[src/shared/dtoe_pkg.sv]
package dtoe_pkg;
  // ---------------------------------------------------------------------
  // Register map (word indices; the byte address is four times the index)
  // ---------------------------------------------------------------------
  localparam logic [7:0] MBIT_REG_IDX = 8'h17;
  localparam logic [7:0] FMASK1_REG_IDX = 8'h18;
  localparam logic [7:0] FMASK2_REG_IDX = 8'h19;
  localparam logic [7:0] FMASK3_REG_IDX = 8'h1A;
  localparam logic [7:0] FMASK4_REG_IDX = 8'h1B;
  localparam logic [7:0] CTRL_REG_IDX = 8'h1D;
  localparam logic [7:0] STAT_REG_IDX = 8'h1E;
  localparam int ADDR_W = 12;
  localparam int ADDR_LSB = 2;

  // ---------------------------------------------------------------------
  // Field positions and reset values
  // ---------------------------------------------------------------------
  localparam int FEBE_VAL_HI = 7;
  localparam int FEBE_VAL_LO = 5;
  localparam int FEBE_EN_BIT = 4;
  localparam int MMASK_HI = 3;
  localparam int MMASK_LO = 1;
  localparam int PERR_BIT = 0;
  localparam int CBIT_MODE_BIT = 0;
  localparam logic [7:0] REG_RST = 8'h00;
  localparam logic [7:0] FMASK1_USED = 8'h0F;

  // ---------------------------------------------------------------------
  // Frame geometry: 7 subframes x 8 blocks x 85 bits
  // ---------------------------------------------------------------------
  localparam int N_SUB = 7;
  localparam int N_BLK = 8;
  localparam int BLK_LEN = 85;
  localparam int N_FBIT = 28;
  localparam int N_MBIT = 3;
  localparam int FEBE_SUB = 3;   // Fourth subframe carries far-end errors
  localparam logic [2:0] SUB_W = 3'h0;

  // Overhead bit kinds within one 85-bit block
  typedef enum logic [2:0] {
    dtoe_oh_x_e, dtoe_oh_p_e, dtoe_oh_m_e, dtoe_oh_f_e,
    dtoe_oh_c_e, dtoe_oh_none_e
  } dtoe_oh_t;
endpackage

[src/rtl/dtoe_oh_mux.sv]
`timescale 1ns/1ns
// Per-bit overhead modifier: picks the bit that leaves on the line.
module dtoe_oh_mux
  import dtoe_pkg::*;
(
  input wire dtoe_pkg::dtoe_oh_t kind,
  input wire logic bit_in,
  input wire logic mask_bit,
  input wire logic perr,
  input wire logic febe_sel,
  input wire logic febe_bit,
  output logic bit_out
);
  // ---------------------------------------------------------------------
  // Selection
  // ---------------------------------------------------------------------
  wire logic is_mf = (kind == dtoe_oh_m_e) || (kind == dtoe_oh_f_e);
  wire logic is_p = (kind == dtoe_oh_p_e);
  wire logic febe_bit_sel = febe_sel ? febe_bit : bit_in;
  assign bit_out = is_mf ? (bit_in ^ mask_bit) :
                   is_p ? (bit_in ^ perr) : febe_bit_sel;
endmodule

[src/rtl/dtoe_tx_err_insert.sv]
// Implementation choice: the APB register port.
`timescale 1ns/1ns
// Functional notes
// RULE1 - Override enabled: send software far-end error value
// RULE2 - Override off: far-end bits from receive side
// RULE3 - Override honoured only in C-bit parity format
// RULE4 - XOR each M-bit with its mask bit
// RULE5 - Mask bit 2 first M-bit, 0 last
// RULE6 - Software keeps masks zero for normal traffic
// RULE7 - Parity insert bit inverts computed P-bits
// RULE8 - XOR each F-bit with 28-bit mask
// RULE9 - F mask index 0 is first F-bit
// RULE10 - Masks stay active until software clears
module dtoe_tx_err_insert
  import dtoe_pkg::*;
(
  input wire logic mclk,
  input wire logic sys_rst,
  input wire logic psel,
  input wire logic penable,
  input wire logic pwrite,
  input wire logic [dtoe_pkg::ADDR_W-1:0] paddr,
  input wire logic [31:0] pwdata,
  output logic [31:0] prdata,
  output logic pready,
  output logic pslverr,
  input wire logic tx_bit_in,
  input wire logic tx_bit_valid,
  input wire logic tx_frame_start,
  input wire logic rx_febe_in,
  output logic tx_bit_out,
  output logic tx_bit_out_valid
);
  import dtoe_pkg::*;

  // ---------------------------------------------------------------------
  // Register decode
  // ---------------------------------------------------------------------
  function automatic logic hit(input logic [ADDR_W-1:0] a,
                               input logic [7:0] idx);
    hit = (a[ADDR_W-1:ADDR_LSB] == {{(ADDR_W-ADDR_LSB-8){1'b0}}, idx})
          && (a[ADDR_LSB-1:0] == '0);
  endfunction

  logic [7:0] mbit_reg, mbit_next;
  logic [27:0] fmask_reg, fmask_next;
  logic [7:0] ctrl_reg, ctrl_next;
  wire logic wr = psel && penable && pwrite;
  wire logic acc = psel && penable;
  wire logic h_m = hit(paddr, MBIT_REG_IDX);
  wire logic h_f1 = hit(paddr, FMASK1_REG_IDX);
  wire logic h_f2 = hit(paddr, FMASK2_REG_IDX);
  wire logic h_f3 = hit(paddr, FMASK3_REG_IDX);
  wire logic h_f4 = hit(paddr, FMASK4_REG_IDX);
  wire logic h_c = hit(paddr, CTRL_REG_IDX);
  wire logic h_s = hit(paddr, STAT_REG_IDX);
  wire logic mapped = h_m | h_f1 | h_f2 | h_f3 | h_f4 | h_c | h_s;
  wire logic [7:0] wb = pwdata[7:0];

  // Register next values; settings persist until rewritten
  // RULE10 masks persist
  assign mbit_next = (wr && h_m) ? wb : mbit_reg;
  assign ctrl_next = (wr && h_c) ? wb : ctrl_reg;
  assign fmask_next[27:24] = (wr && h_f1) ? wb[3:0] : fmask_reg[27:24];
  assign fmask_next[23:16] = (wr && h_f2) ? wb : fmask_reg[23:16];
  assign fmask_next[15:8] = (wr && h_f3) ? wb : fmask_reg[15:8];
  assign fmask_next[7:0] = (wr && h_f4) ? wb : fmask_reg[7:0];

  // ---------------------------------------------------------------------
  // Frame position tracking
  // ---------------------------------------------------------------------
  logic [2:0] sub_reg, sub_next;
  logic [2:0] blk_reg, blk_next;
  logic [6:0] pos_reg, pos_next;
  logic [4:0] fidx_reg, fidx_next;
  logic [1:0] midx_reg, midx_next;
  logic [1:0] febe_cnt_reg, febe_cnt_next;

  // Position seen by the current input bit (restart on frame start)
  wire logic [2:0] cur_sub = tx_frame_start ? SUB_W : sub_reg;
  wire logic [2:0] cur_blk = tx_frame_start ? 3'h0 : blk_reg;
  wire logic [6:0] cur_pos = tx_frame_start ? 7'h00 : pos_reg;
  wire logic [4:0] cur_f = tx_frame_start ? 5'h00 : fidx_reg;
  wire logic [1:0] cur_m = tx_frame_start ? 2'h0 : midx_reg;
  wire logic [1:0] cur_fe = tx_frame_start ? 2'h0 : febe_cnt_reg;
  wire logic oh_slot = (cur_pos == 7'h00);
  wire logic blk_odd = cur_blk[0];
  wire logic last_pos = (cur_pos == 7'(BLK_LEN - 1));
  wire logic last_blk = (cur_blk == 3'(N_BLK - 1));
  wire logic last_sub = (cur_sub == 3'(N_SUB - 1));

  // Overhead kind: block 0 X, 1 F1, 2 C1, 3 F0, 4 C2, 5 F0, 6 C3, 7 F1;
  // subframe 0/1 carry X, 2/3 carry P, 4-6 carry M in block 0
  dtoe_oh_t kind;
  always_comb begin
    kind = dtoe_oh_none_e;
    if (oh_slot) begin
      if (blk_odd) begin
        kind = dtoe_oh_f_e;
      end else if (cur_blk != 3'h0) begin
        kind = dtoe_oh_c_e;
      end else if (cur_sub == 3'h2 || cur_sub == 3'h3) begin
        kind = dtoe_oh_p_e;
      end else if (cur_sub >= 3'h4) begin
        kind = dtoe_oh_m_e;
      end else begin
        kind = dtoe_oh_x_e;
      end
    end
  end

  // RULE5 first M-bit uses mask bit 2
  wire logic m_mask = mbit_reg[MMASK_HI - 32'(cur_m)];
  // RULE9 index 0 is first F-bit
  wire logic f_mask = fmask_reg[cur_f];
  wire logic mask_sel = (kind == dtoe_oh_m_e) ? m_mask : f_mask;
  // RULE3 C-bit parity only
  wire logic cbit_mode = ctrl_reg[CBIT_MODE_BIT];
  wire logic is_febe = (kind == dtoe_oh_c_e) &&
                       (cur_sub == 3'(FEBE_SUB));
  // RULE1 override value
  // RULE2 receive side otherwise
  wire logic febe_sel = is_febe && cbit_mode && mbit_reg[FEBE_EN_BIT];
  wire logic [2:0] febe_val = mbit_reg[FEBE_VAL_HI:FEBE_VAL_LO];
  wire logic febe_bit = febe_val[2 - 32'(cur_fe)];
  // Far-end slots exist only in C-bit format; M13 keeps the C-bit as sent
  wire logic src_bit = (is_febe && cbit_mode) ? rx_febe_in : tx_bit_in;
  wire logic mod_bit;

  // RULE4 M-bit XOR
  // RULE7 parity invert
  // RULE8 F-bit XOR
  dtoe_oh_mux u_mux (
    .kind(kind),
    .bit_in(src_bit),
    .mask_bit(mask_sel),
    .perr(mbit_reg[PERR_BIT]),
    .febe_sel(febe_sel),
    .febe_bit(febe_bit),
    .bit_out(mod_bit)
  );

  // Position advance, held while no bit is offered
  assign pos_next = !tx_bit_valid ? pos_reg :
                    last_pos ? 7'h00 : cur_pos + 7'h01;
  assign blk_next = !tx_bit_valid ? blk_reg :
                    !last_pos ? cur_blk :
                    last_blk ? 3'h0 : cur_blk + 3'h1;
  assign sub_next = !tx_bit_valid ? sub_reg :
                    !(last_pos && last_blk) ? cur_sub :
                    last_sub ? 3'h0 : cur_sub + 3'h1;
  assign fidx_next = !tx_bit_valid ? fidx_reg :
                     (kind != dtoe_oh_f_e) ? cur_f :
                     (cur_f == 5'(N_FBIT - 1)) ? 5'h00 : cur_f + 5'h01;
  assign midx_next = !tx_bit_valid ? midx_reg :
                     (kind != dtoe_oh_m_e) ? cur_m :
                     (cur_m == 2'(N_MBIT - 1)) ? 2'h0 : cur_m + 2'h1;
  assign febe_cnt_next = !tx_bit_valid ? febe_cnt_reg :
                         !is_febe ? cur_fe :
                         (cur_fe == 2'h2) ? 2'h0 : cur_fe + 2'h1;

  // Read data mux; the status word shows the live frame position
  wire logic [7:0] rd_byte =
    h_m ? mbit_reg :
    h_f1 ? {4'h0, fmask_reg[27:24]} :
    h_f2 ? fmask_reg[23:16] :
    h_f3 ? fmask_reg[15:8] :
    h_f4 ? fmask_reg[7:0] :
    h_c ? ctrl_reg :
    h_s ? {2'h0, sub_reg, blk_reg} : 8'h00;

  // ---------------------------------------------------------------------
  // Registers
  // ---------------------------------------------------------------------
  // Registers and APB answer; always zero wait state
  always_ff @(posedge mclk) begin
    if (sys_rst) begin
      mbit_reg <= REG_RST;
      fmask_reg <= '0;
      ctrl_reg <= REG_RST;
      prdata <= 32'h0000_0000;
      pready <= 1'b0;
      pslverr <= 1'b0;
    end else begin
      mbit_reg <= mbit_next;
      fmask_reg <= fmask_next;
      ctrl_reg <= ctrl_next;
      prdata <= {24'h00_0000, rd_byte};
      pready <= psel && !penable;
      pslverr <= psel && !penable && !mapped;
    end
  end

  // Framer datapath; one cycle of latency to the line
  always_ff @(posedge mclk) begin
    if (sys_rst) begin
      sub_reg <= 3'h0;
      blk_reg <= 3'h0;
      pos_reg <= 7'h00;
      fidx_reg <= 5'h00;
      midx_reg <= 2'h0;
      febe_cnt_reg <= 2'h0;
      tx_bit_out <= 1'b0;
      tx_bit_out_valid <= 1'b0;
    end else begin
      sub_reg <= sub_next;
      blk_reg <= blk_next;
      pos_reg <= pos_next;
      fidx_reg <= fidx_next;
      midx_reg <= midx_next;
      febe_cnt_reg <= febe_cnt_next;
      tx_bit_out <= tx_bit_valid ? mod_bit : tx_bit_out;
      tx_bit_out_valid <= tx_bit_valid;
    end
  end
endmodule

[config.mk]
export PLATFORM = sky130hd
export DESIGN_NAME = dtoe_tx_err_insert
export DESIGN_NICKNAME = d
export VERILOG_FILES = /design/src/shared/dtoe_pkg.sv /design/src/rtl/dtoe_oh_mux.sv /design/src/rtl/dtoe_tx_err_insert.sv
export SDC_FILE = /design/constraint.sdc
export NUM_CORES = 1
export LEC_CHECK = 0
export ABC_AREA = 1
export BUFFER_PORTS_ARGS = -buffer_cell sky130_fd_sc_hd__buf_2
export CAP_MARGIN = 40
export CORE_ASPECT_RATIO = 1.75
export CORE_MARGIN = 2
export CORE_UTILIZATION = 60
export CTS_BUF_LIST = sky130_fd_sc_hd__clkbuf_8
export DETAILED_ROUTE_END_ITERATION = 10
export GPL_TIMING_DRIVEN = 0
export PLACE_DENSITY = 0.85
export SLEW_MARGIN = 0
export SYNTH_ARGS = -nofsm -noshare
export SYNTH_HDL_FRONTEND = slang
export SYNTH_HIERARCHICAL = 1
export SYNTH_SLANG_ARGS = --single-unit
[constraint.sdc]
create_clock -name mclk -period 4.2 [get_ports mclk]
set_input_delay 0.42 -clock mclk [delete_from_list [all_inputs] [get_ports mclk]]
set_output_delay 0.42 -clock mclk [all_outputs]
set_load 0.02 [all_outputs]
# [Yosys cells after proc, flatten, opt, wreduce, memory -nomap -nowiden]
# Cells that the tools add are included.
[classes] addsub=8 reduce_logical=28 mux=40 eq_ne=21 n_shift=0 magnitude_cmp=4 n_div=0 bitwise=8 multipliers=0
[op_table] op="== test 10 x 5 -> 1 bit, second input constant" count=7
[op_table] op="2-to-1 mux 8 bit" count=6
[op_table] op="< comparator 32 x 3 -> 1 bit, second input constant" count=1
[op_table] op="< comparator 32 x 4 -> 1 bit, second input constant" count=1
[op_table] op="2-to-1 mux 3 bit" count=9
[op_table] op="logical AND 1 bit" count=21
[op_table] op="2-to-1 mux 2 bit" count=8
[op_table] op="2-to-1 mux 5 bit" count=3
[op_table] op="2-to-1 mux 7 bit" count=2
[op_table] op="== test 3 x 2 -> 1 bit, second input constant" count=4
[op_table] op="== test 3 bit, second input constant" count=3
[op_table] op="2-to-1 mux 1 bit" count=8
[op_table] op="adder 7 x 1 -> 7 bit, second input constant" count=1
[op_table] op="== test 7 bit, second input constant" count=1
[op_table] op="zero test 7 bit" count=1
[op_table] op="adder 3 x 1 -> 3 bit, second input constant" count=2
[op_table] op="< comparator 5 x 6 -> 1 bit, second input constant" count=1
[op_table] op="2-to-1 mux 6 bit" count=1
[op_table] op="inequality test 3 x 2 -> 1 bit, second input constant" count=2
[op_table] op="OR 1 bit" count=6
[op_table] op="subtractor 2 x 2 -> 3 bit, first input constant" count=2
[op_table] op="adder 5 x 1 -> 5 bit, second input constant" count=1
[op_table] op="binary-select mux 1 bit (select 5 bit)" count=1
[op_table] op="== test 5 bit, second input constant" count=1
[op_table] op="other kinds (11)" count=16
[totals] n_memories=0 romBits=0 mem_bits_rw=0 latch_bits=0 regBits=102 inputBits=53 wordCells=127

# [Logic depth before layout (Yosys ltp)]
# Gate-level depths: netlist of run 1.
[depth] word_depth=14 depth_mapped=21 ltp_nobuf=18

# [By module]
# The synthesis of run 1 kept the hierarchy.
[by_module_without_submodules] module="dtoe_tx_err_insert" n_inst=1 area_each_um2=4687.0 seq_area_each_um2=1561.5 cells_each=710
[by_module_without_submodules] module="dtoe_oh_mux" n_inst=1 area_each_um2=92.6 seq_area_each_um2=0.0 cells_each=23

# [Worst setup path after synthesis of run 1]
# OpenSTA, ideal clock, no wires.
[synth_path] path_kind="input-to-reg" startpoint="in tx_frame_start" endpoint="reg tx_bit_out" setup_ns=0.116 cell_stages=20 path_slack_ns=1.774 required_time_ns=4.084 arrival_time_ns=2.310 cell_sequence="buf_6 > inv_4 > buf_12 > buf_12 > nand2_1 > ha_1 > nand2_2 > inv_1 > a21oi_4 > nand4_1 > o21ai_1 > inv_2 > nand2_1 > nand2_1 > nand2_1 > nand2_1 > nand2_1 > nand2_1 > nor2_1 > nor2_1"
[synth_between] elab_chain_cells=14
[synth_rtl] element="start: declaration" line_no="dtoe_tx_err_insert.sv:29" text="input wire logic tx_frame_start,"
[synth_rtl] element="2-to-1 mux 3 bit" line_no="dtoe_tx_err_insert.sv:80" text="wire logic [2:0] cur_sub = tx_frame_start ? SUB_W : sub_reg;"
[synth_rtl] element="greater-or-equal comparator 3 bit (tied with other cells)" line_no="dtoe_tx_err_insert.sv:104" text="end else if (cur_sub >= 3'h4) begin"
[synth_rtl] element="2-to-1 mux 2 bit or logical OR 1 bit (tied branches)" line_no="dtoe_tx_err_insert.sv:104, dtoe_tx_err_insert.sv:102"
[synth_rtl] element="2-to-1 mux 2 bit" line_no="dtoe_tx_err_insert.sv:102" text="end else if (cur_sub == 3'h2 || cur_sub == 3'h3) begin"
[synth_rtl] element="2-to-1 mux 3 bit" line_no="dtoe_tx_err_insert.sv:100" text="end else if (cur_blk != 3'h0) begin"
[synth_rtl] element="2-to-1 mux 3 bit" line_no="dtoe_tx_err_insert.sv:98" text="if (blk_odd) begin"
[synth_rtl] element="2-to-1 mux 3 bit" line_no="dtoe_tx_err_insert.sv:97" text="if (oh_slot) begin"
[synth_rtl] element="== test 3 bit" line_no="dtoe_tx_err_insert.sv:119" text="wire logic is_febe = (kind == dtoe_oh_c_e) &&"
[synth_rtl] element="logical AND 1 bit (*)" line_no="dtoe_tx_err_insert.sv:119"
[synth_rtl] element="logical AND 1 bit (*)" line_no="dtoe_tx_err_insert.sv:127" text="wire logic src_bit = (is_febe && cbit_mode) ? rx_febe_in : tx_bit_in;"
[synth_rtl] element="2-to-1 mux 1 bit (*)" line_no="dtoe_tx_err_insert.sv:127"
[synth_rtl] element="via src_bit" line_no="dtoe_tx_err_insert.sv:127"
[synth_rtl] element="2-to-1 mux 1 bit or bitwise XOR 1 bit (tied branches)" line_no="dtoe_oh_mux.sv:19, dtoe_oh_mux.sv:21"
[synth_rtl] element="2-to-1 mux 1 bit" line_no="dtoe_oh_mux.sv:21" text="is_p ? (bit_in ^ perr) : febe_bit_sel;"
[synth_rtl] element="2-to-1 mux 1 bit (*)" line_no="dtoe_oh_mux.sv:20" text="assign bit_out = is_mf ? (bit_in ^ mask_bit) :"
[synth_rtl] element="via mod_bit" line_no="dtoe_tx_err_insert.sv:128" text="wire logic mod_bit;"
[synth_rtl] element="end signal: assignment" line_no="dtoe_tx_err_insert.sv:212" text="tx_bit_out <= tx_bit_valid ? mod_bit : tx_bit_out;"
[synth_rtl] element="end: declaration" line_no="dtoe_tx_err_insert.sv:31" text="output logic tx_bit_out,"
# The timed path passes the listed nets; every way through them passes the cells marked *. The select of a mux whose other input is x is not followed.
# A chain may end at the register's enable or synchronous reset.

# [Worst setup path after layout of run 1]
# Same ends and word-level chain as after synthesis.

==> impl_metrics.ini, run 1 <==
[synth]
ys_dominant_reg_cell = sky130_fd_sc_hd__dfxtp_1
asyncSetResetFlopFracSynth = 0
part_of_the_yosys_area_used_for_sequential_elements = 0.327
synthMuxAreaShare = 0
synth_simple_gate_area_frac = 0.285
synth-compound-area-share = 0.201
synth_top_family_by_area = simple AND/OR/NAND/NOR gates
post_synth_main_area_contributors = sky130_fd_sc_hd__dfxtp_1, sky130_fd_sc_hd__nand2_1, sky130_fd_sc_hd__inv_1
synth_adder_area_share = 0.0209
synth.yosys.warnings = 6
yosysTopAreaCellShare = 0.327
synth_enable_flop_cells = 0
syn-mean-instance-area_um2 = 6.52
seq_cells_post_synth = 78
synth.cell_area_um2 = 4780
synthesis.instances = 733
synth_xor_xnor_area_share = 0.00733
synth_cell_type_count = 41
synth_largest_area_cell = sky130_fd_sc_hd__dfxtp_1

[drt]
vias_per_cell = 5.71
drt_iter0_drc = 417
drt_drc_violations_left = 0
drt.antenna.violating_nets = 0
wl_per_cell_um = 16.0
totalWireLength_um = 14400
detail_route.first_pass.iterations = 5
num_vias = 5148

[worst_setup_path]
regToRegStartpoint = blk_reg[0]
critical_path.endpoint = tx_bit_out
timing.critical_path.required_ns = 4.51
crit_path_start_kind = primary input
rrSetupSlack_ns = 1.74
crit_type = primary input to flip-flop
critical_path.max_fanout = 10
setup.worst_path.end_class = flip-flop
regToRegEndpoint = tx_bit_out
crit_arrival_ns = 2.77
reg2reg_depth = 15
startpoint = tx_frame_start

[cells_and_area]
largest_reg_flops = 28
final.fill_count = 691
design.final.nets = 867
relative_area_change_from_synthesis_to_final_layout_pct = 12.4
drive_gt1_frac = 0.163
stdcell_area_um2 = 5370
antenna_fix_cells = 0

[pwr]
comb_power_share = 0.116
irDropWorstVdd_v = 0.000245
power_frac_clock = 0.384
leakage_power_total_nw = 2.47
pwr-share-seq = 0.500
cell_internal_pwr_mw = 1.09
netSwitchingPower_mw = 0.409
power.total_mw = 1.50
power_switching_share = 0.273
cellPowerDensity_nw_per_um2 = 279

[place]
place.gp.congestion = 0.999
io_buffers = 39
placedInstanceArea_um2 = 5170
hpwl_um = 11100

[sta]
final.hold.worst_slack_ns = 0.255
slew_violations = 0
finalWorstPathRequiredPeriod_ns = 2.47
post_route_setup_tns_ns = 0
finalHoldViolations = 0
final_period_utilization = 0.587
max_freq_mhz = 405
rsz0062_at_grt = false
slew_headroom = 0.592
tightest_slew_ns = 0.612
fin_worst_skew_ns = 0.00844
setup_violations = 0

[grt]
grt_max_degree = 14
grt.overflow.total = 0
antenna_found_initial = 0
first_pass_grt_wire_length_um = 22300
grtUsageTotal = 0.332
first_global_vias = 4815

[min_path]
hold_path_depth = 2
hold_class = primary input to flip-flop

[run_status]
run_status = finished clean

[floorplanning]
floorplan.die.height_um = 122
floorplan.die_area_um2 = 8720
chipWidth_um = 71.5
core_um2 = 7860
placementRows = 43
start_util = 0.608
io_pins = 89

[clock_tree]
cts_hold_buffers = 0
cts-buffers-inserted = 9
post_cts_buffers = 0
clock_tree_from_tritoncts = built
htree_levels = 3
clk_pin_slew_ns = 0.08
clock_insertion_delay_worst_skew_ns = 0.37
tritoncts_num_sinks = 78
clock-root-buffer = sky130_fd_sc_hd__clkbuf_8
cts_buffer_depth = 2
cts_resized = 0

[job]
maxCapViolations = 0
-- power groups by stage --
stage	Clock (mW)	Sequential [mW]	Combinational (mW)
final	0.576	0.750	0.174
after floorplan	0	0.769	0.114
after CTS	0.576	0.750	0.170
after detailed placement	0	0.767	0.169
after global routing	0.600	0.750	0.188
after global placement	0	0.767	0.165
-- layout by cell type, fill, tap and decap left out, types with 2 or more instances in the layout --
cell type	instances
sky130_fd_sc_hd__nand4_1	15
sky130_fd_sc_hd__clkbuf_1	11
sky130_fd_sc_hd__a22oi_1	2
sky130_fd_sc_hd__a21oi_2	2
sky130_fd_sc_hd__dfxtp_1	78
sky130_fd_sc_hd__nor2_1	58
sky130_fd_sc_hd__nand2_1	153
sky130_fd_sc_hd__inv_1	109
sky130_fd_sc_hd__buf_12	2
sky130_fd_sc_hd__xor2_1	3
sky130_fd_sc_hd__clkbuf_8	10
sky130_fd_sc_hd__nand3_1	41
sky130_fd_sc_hd__ha_1	8
sky130_fd_sc_hd__nand3_2	3
sky130_fd_sc_hd__nand2_4	3
sky130_fd_sc_hd__inv_2	4
sky130_fd_sc_hd__buf_4	26
sky130_fd_sc_hd__or2_2	3
sky130_fd_sc_hd__nor2_2	5
sky130_fd_sc_hd__o21ai_0	73
sky130_fd_sc_hd__clkinv_2	3
sky130_fd_sc_hd__o211ai_1	5
sky130_fd_sc_hd__o21ai_1	9
sky130_fd_sc_hd__buf_2	47
sky130_fd_sc_hd__nor2_4	4
sky130_fd_sc_hd__a21oi_1	78
sky130_fd_sc_hd__o31ai_1	2
sky130_fd_sc_hd__nand2_2	12
sky130_fd_sc_hd__conb_1	24
sky130_fd_sc_hd__a32oi_1	2
-- how the worst min path moves through the flow --
stage | startpoint | endpoint | slack (ns)
6_report | penable | pready | 0.25
5_1_grt | penable | pready | 0.26
4_1_cts | penable | pready | 0.25
3_5_place_dp | ctrl_reg[6] | ctrl_reg[6] | 0.44
3_3_place_gp | ctrl_reg[2] | ctrl_reg[2] | 0.43
2_1_floorplan | ctrl_reg[1] | ctrl_reg[1] | 0.42
-- stage by stage --
stage               std cells   util  setup slack, ns
finish                    901  0.684             1.73
global route              901  0.684             1.56
CTS                       901  0.684             1.78
detailed placement        885  0.659             1.41
global placement          885  0.659             1.47
floorplan                 756      -             1.77
-- Yosys cell counts, drive strengths merged (2+ instances only) --
master / number
nand3: 44
dfxtp: 78
inv: 114
nor3: 3
ha: 8
clkbuf: 11
xor2: 3
o31ai: 2
nand2: 168
a21oi: 81
a32oi: 2
o211ai: 5
nand4: 15
o21ai: 82
nor2: 67
or2: 3
buf: 37
a22oi: 2
-- kinds of logic after synthesis --
group | after synthesis
DFF | 78
other | 1
and+or+nand+nor | 301
buffers and inverters | 162
adders and majority gates | 8
xor gates and xnor gates | 4
AOI/OAI and AO/OA | 179
-- layer usage --
metal | global-route usage | share of wire
met1 | 0.320 | 0.35
met2 | 0.603 | 0.52
met3 | 0.0620 | 0.060
met4 | 0.256 | 0.073
met5 | 0 | 0
-- critical path: stages --
cell and delay (ns):
sky130_fd_sc_hd__buf_6 0.13, sky130_fd_sc_hd__inv_4 0.07, sky130_fd_sc_hd__buf_12 0.14, sky130_fd_sc_hd__buf_12 0.14
sky130_fd_sc_hd__nand2_1 0.07, sky130_fd_sc_hd__ha_1 0.19, sky130_fd_sc_hd__nand2_2 0.11, sky130_fd_sc_hd__inv_1 0.08
sky130_fd_sc_hd__a21oi_4 0.26, sky130_fd_sc_hd__nand4_1 0.20, sky130_fd_sc_hd__o21ai_1 0.39, sky130_fd_sc_hd__nand2_1 0.13
sky130_fd_sc_hd__nand2_1 0.07, sky130_fd_sc_hd__nand2_1 0.05, sky130_fd_sc_hd__nand2_1 0.06, sky130_fd_sc_hd__nand2_1 0.05
sky130_fd_sc_hd__nand2_1 0.05, sky130_fd_sc_hd__nor2_1 0.04, sky130_fd_sc_hd__nor2_1 0.11
-- area by class of cell --
type / count / area, um2 / area share
multi-input combinational: 516 / 2550 / 0.474
clock buffer: 10 / 138 / 0.0256
buffer: 48 / 328 / 0.0610
timing repair buffer: 39 / 195 / 0.0363
clock inverter: 6 / 61.3 / 0.0114
sequential: 78 / 1560 / 0.291
tap: 90 / 113 / 0.0210
inverter: 114 / 430 / 0.0801
Note: power is estimated with default switching activity, not from simulation.
==> inputs of run 2 (changes only) <==
Settings changed: CORE_UTILIZATION 60 to 52, PLACE_DENSITY 0.85 to 0.78.
Clock period 4.2 ns to 2.2 ns, I/O delays scaled along.
==> run 2 against run 1 <==
Sequential power grew 91%. Sequential share of layout area fell by 0.86 points. Sequential cell count unchanged. Utilization fell by 6.5 points. Routed wire length rose by 2.6%. Critical endpoint unchanged. Largest power group unchanged. Highest routed layer unchanged.
==> impl_metrics.ini, run 2 (same netlist as run 1, synthesis figures left out) <==
[pwr]
leakage_power_total_nw = 2.53
cellPowerDensity_nw_per_um2 = 560
irDropWorstVdd_v = 0.000391

[place]
preCtsSetupSlack_ns = -0.350
place.gp.congestion = 1.02
hpwl_um = 11100
io_buffers = 39
placedInstanceArea_um2 = 5220

[cells_and_area]
largest_reg_flops = 28
layout_common_cells = sky130_fd_sc_hd__nand2_1, sky130_fd_sc_hd__inv_1, sky130_fd_sc_hd__a21oi_1
relative_area_change_from_synthesis_to_final_layout_pct = 16.3
design.final.nets = 871
layout_commonest_cell = sky130_fd_sc_hd__nand2_1
stdcell_area_um2 = 5560
drive_gt1_frac = 0.184
multi_input_comb_area_um2 = 2610
regArea_um2 = 1570
antenna_fix_cells = 0
final.fill_count = 881

[drt]
drt_iter0_drc = 454
drt.antenna.violating_nets = 0
detail_route.first_pass.iterations = 8
num_vias = 5099
vias_per_cell = 5.45
drt_drc_violations_left = 0
wl_per_cell_um = 15.8
totalWireLength_um = 14800

[clock_tree]
clk_pin_slew_ns = 0.09
cts-buffers-inserted = 9
clock_tree_from_tritoncts = built
htree_levels = 3
clock_insertion_delay_worst_skew_ns = 0.37
cts_hold_buffers = 0
cts_buffer_depth = 2
tritoncts_num_sinks = 78
clock-root-buffer = sky130_fd_sc_hd__clkbuf_8

[sta]
tightest_slew_ns = 0.743
finalWorstPathRequiredPeriod_ns = 2.08
timing.final.ws_setup_ns = 0.120
rsz0062_at_grt = true
max_freq_mhz = 481
finalHoldViolations = 0
fin_worst_skew_ns = 0.0109
slew_headroom = 0.504
final_period_utilization = 0.946
slew_violations = 0
setup_violations = 0

[min_path]
hold_class = primary input to flip-flop

[worst_setup_path]
crit_type = flip-flop to flip-flop
crit_arrival_ns = 2.34
critical_path.max_fanout = 7
cp_common_cell = sky130_fd_sc_hd__nand2_1
critical-path-top-delay-family = simple AND/OR/NAND/NOR gates
timing.critical_path.required_ns = 2.46
timing.critical_path.buf_inv = 2
crit_path_cell_trace = nand2_4 -> ha_2 -> nand2_4 -> inv_1 -> a21oi_4 -> nand4_1 -> o21ai_2 -> inv_2 -> nand2_1 -> nand2_1 -> nand2_1 -> nand2_1 -> nand2_1 -> nand2_1 -> nor2_1 -> nor2_1
max_stage_delay_ns = 0.38
crit_path_start_kind = flip-flop
setup.worst_path.end_class = flip-flop
cpMaxStageDelayCell = sky130_fd_sc_hd__dfxtp_4

[run_status]
run_status = finished clean

[job]
maxCapViolations = 0

[floorplanning]
io_pins = 89
placementRows = 46
chipWidth_um = 76.5
floorplan.die_area_um2 = 10000
start_util = 0.532
floorplan.die.height_um = 131
core_um2 = 8980

[grt]
grt_max_degree = 15
first_pass_grt_wire_length_um = 22800
grt.overflow.total = 0
antenna_found_initial = 0
first_global_vias = 4684
grtUsageTotal = 0.294
run 2: worst register-to-register path, stage by stage (launching register included):
cell and delay (ns):
sky130_fd_sc_hd__dfxtp_4 0.38, sky130_fd_sc_hd__nand2_4 0.09, sky130_fd_sc_hd__ha_2 0.21, sky130_fd_sc_hd__nand2_4 0.09
sky130_fd_sc_hd__inv_1 0.07, sky130_fd_sc_hd__a21oi_4 0.17, sky130_fd_sc_hd__nand4_1 0.20, sky130_fd_sc_hd__o21ai_2 0.28
sky130_fd_sc_hd__inv_2 0.04, sky130_fd_sc_hd__nand2_1 0.05, sky130_fd_sc_hd__nand2_1 0.05, sky130_fd_sc_hd__nand2_1 0.05
sky130_fd_sc_hd__nand2_1 0.05, sky130_fd_sc_hd__nand2_1 0.06, sky130_fd_sc_hd__nand2_1 0.05, sky130_fd_sc_hd__nor2_1 0.09
sky130_fd_sc_hd__nor2_1 0.05
run 2: final timing paths:
| check | startpoint | end | slack [ns] | cells after the start |
|---|---|---|---|---|
| max reg2reg | blk_reg[0] | tx_bit_out | 0.12 | 16 |
| min reg2reg | ctrl_reg[7] | ctrl_reg[7] | 0.45 | 2 |
| min | penable | pready | 0.06 | 2 |
| max | blk_reg[0] | tx_bit_out | 0.12 | 16 |
run 2: metal layers:
metal | vias up | wire (um) | global-route usage
met1 | 2281 | 5240 | 0.303
met5 | - | 0 | 0
met4 | 0 | 1090 | 0.245
li1 | 2481 | - | -
met3 | 76 | 965 | 0.0446
met2 | 261 | 7480 | 0.527
run 2: report_power, final:
group          total, mW  leakage [nW]  switching [mW]  internal [mW]
Sequential          1.43         0.631          0.0106           1.42
Combinational      0.348          1.78           0.230          0.118
Clock               1.33         0.120           0.575          0.759
Total               3.11          2.53           0.815           2.30
run 2: cell type report:
cell class	instances	share of cell area
inverter	114	0.0774
clock buffer	9	0.0223
buffer	48	0.0597
timing repair buffer	43	0.0405
clock inverter	7	0.0216
multi-input combinational	516	0.469
sequential	78	0.282
tap	120	0.0270
run 2: repair_timing:
item	in CTS	in global routing
pin swaps	3	12
resized for setup	2	20
endpoints found under the setup margin	1	1
cloned	0	0
buffers inserted	2	2
run 2: metrics by stage:
stage	instances	power (mW)	utilization	setup TNS (ns)	hold slack [ns]
CTS	933	3.10	0.610	0	0.0454
floorplan	756	1.69	-	0	0.289
finish	935	3.11	0.619	0	0.0551
global route	935	3.21	0.619	-0.0724	0.0567
global placement	915	1.78	0.581	-0.271	0.429
detailed placement	915	1.79	0.581	-0.350	0.429
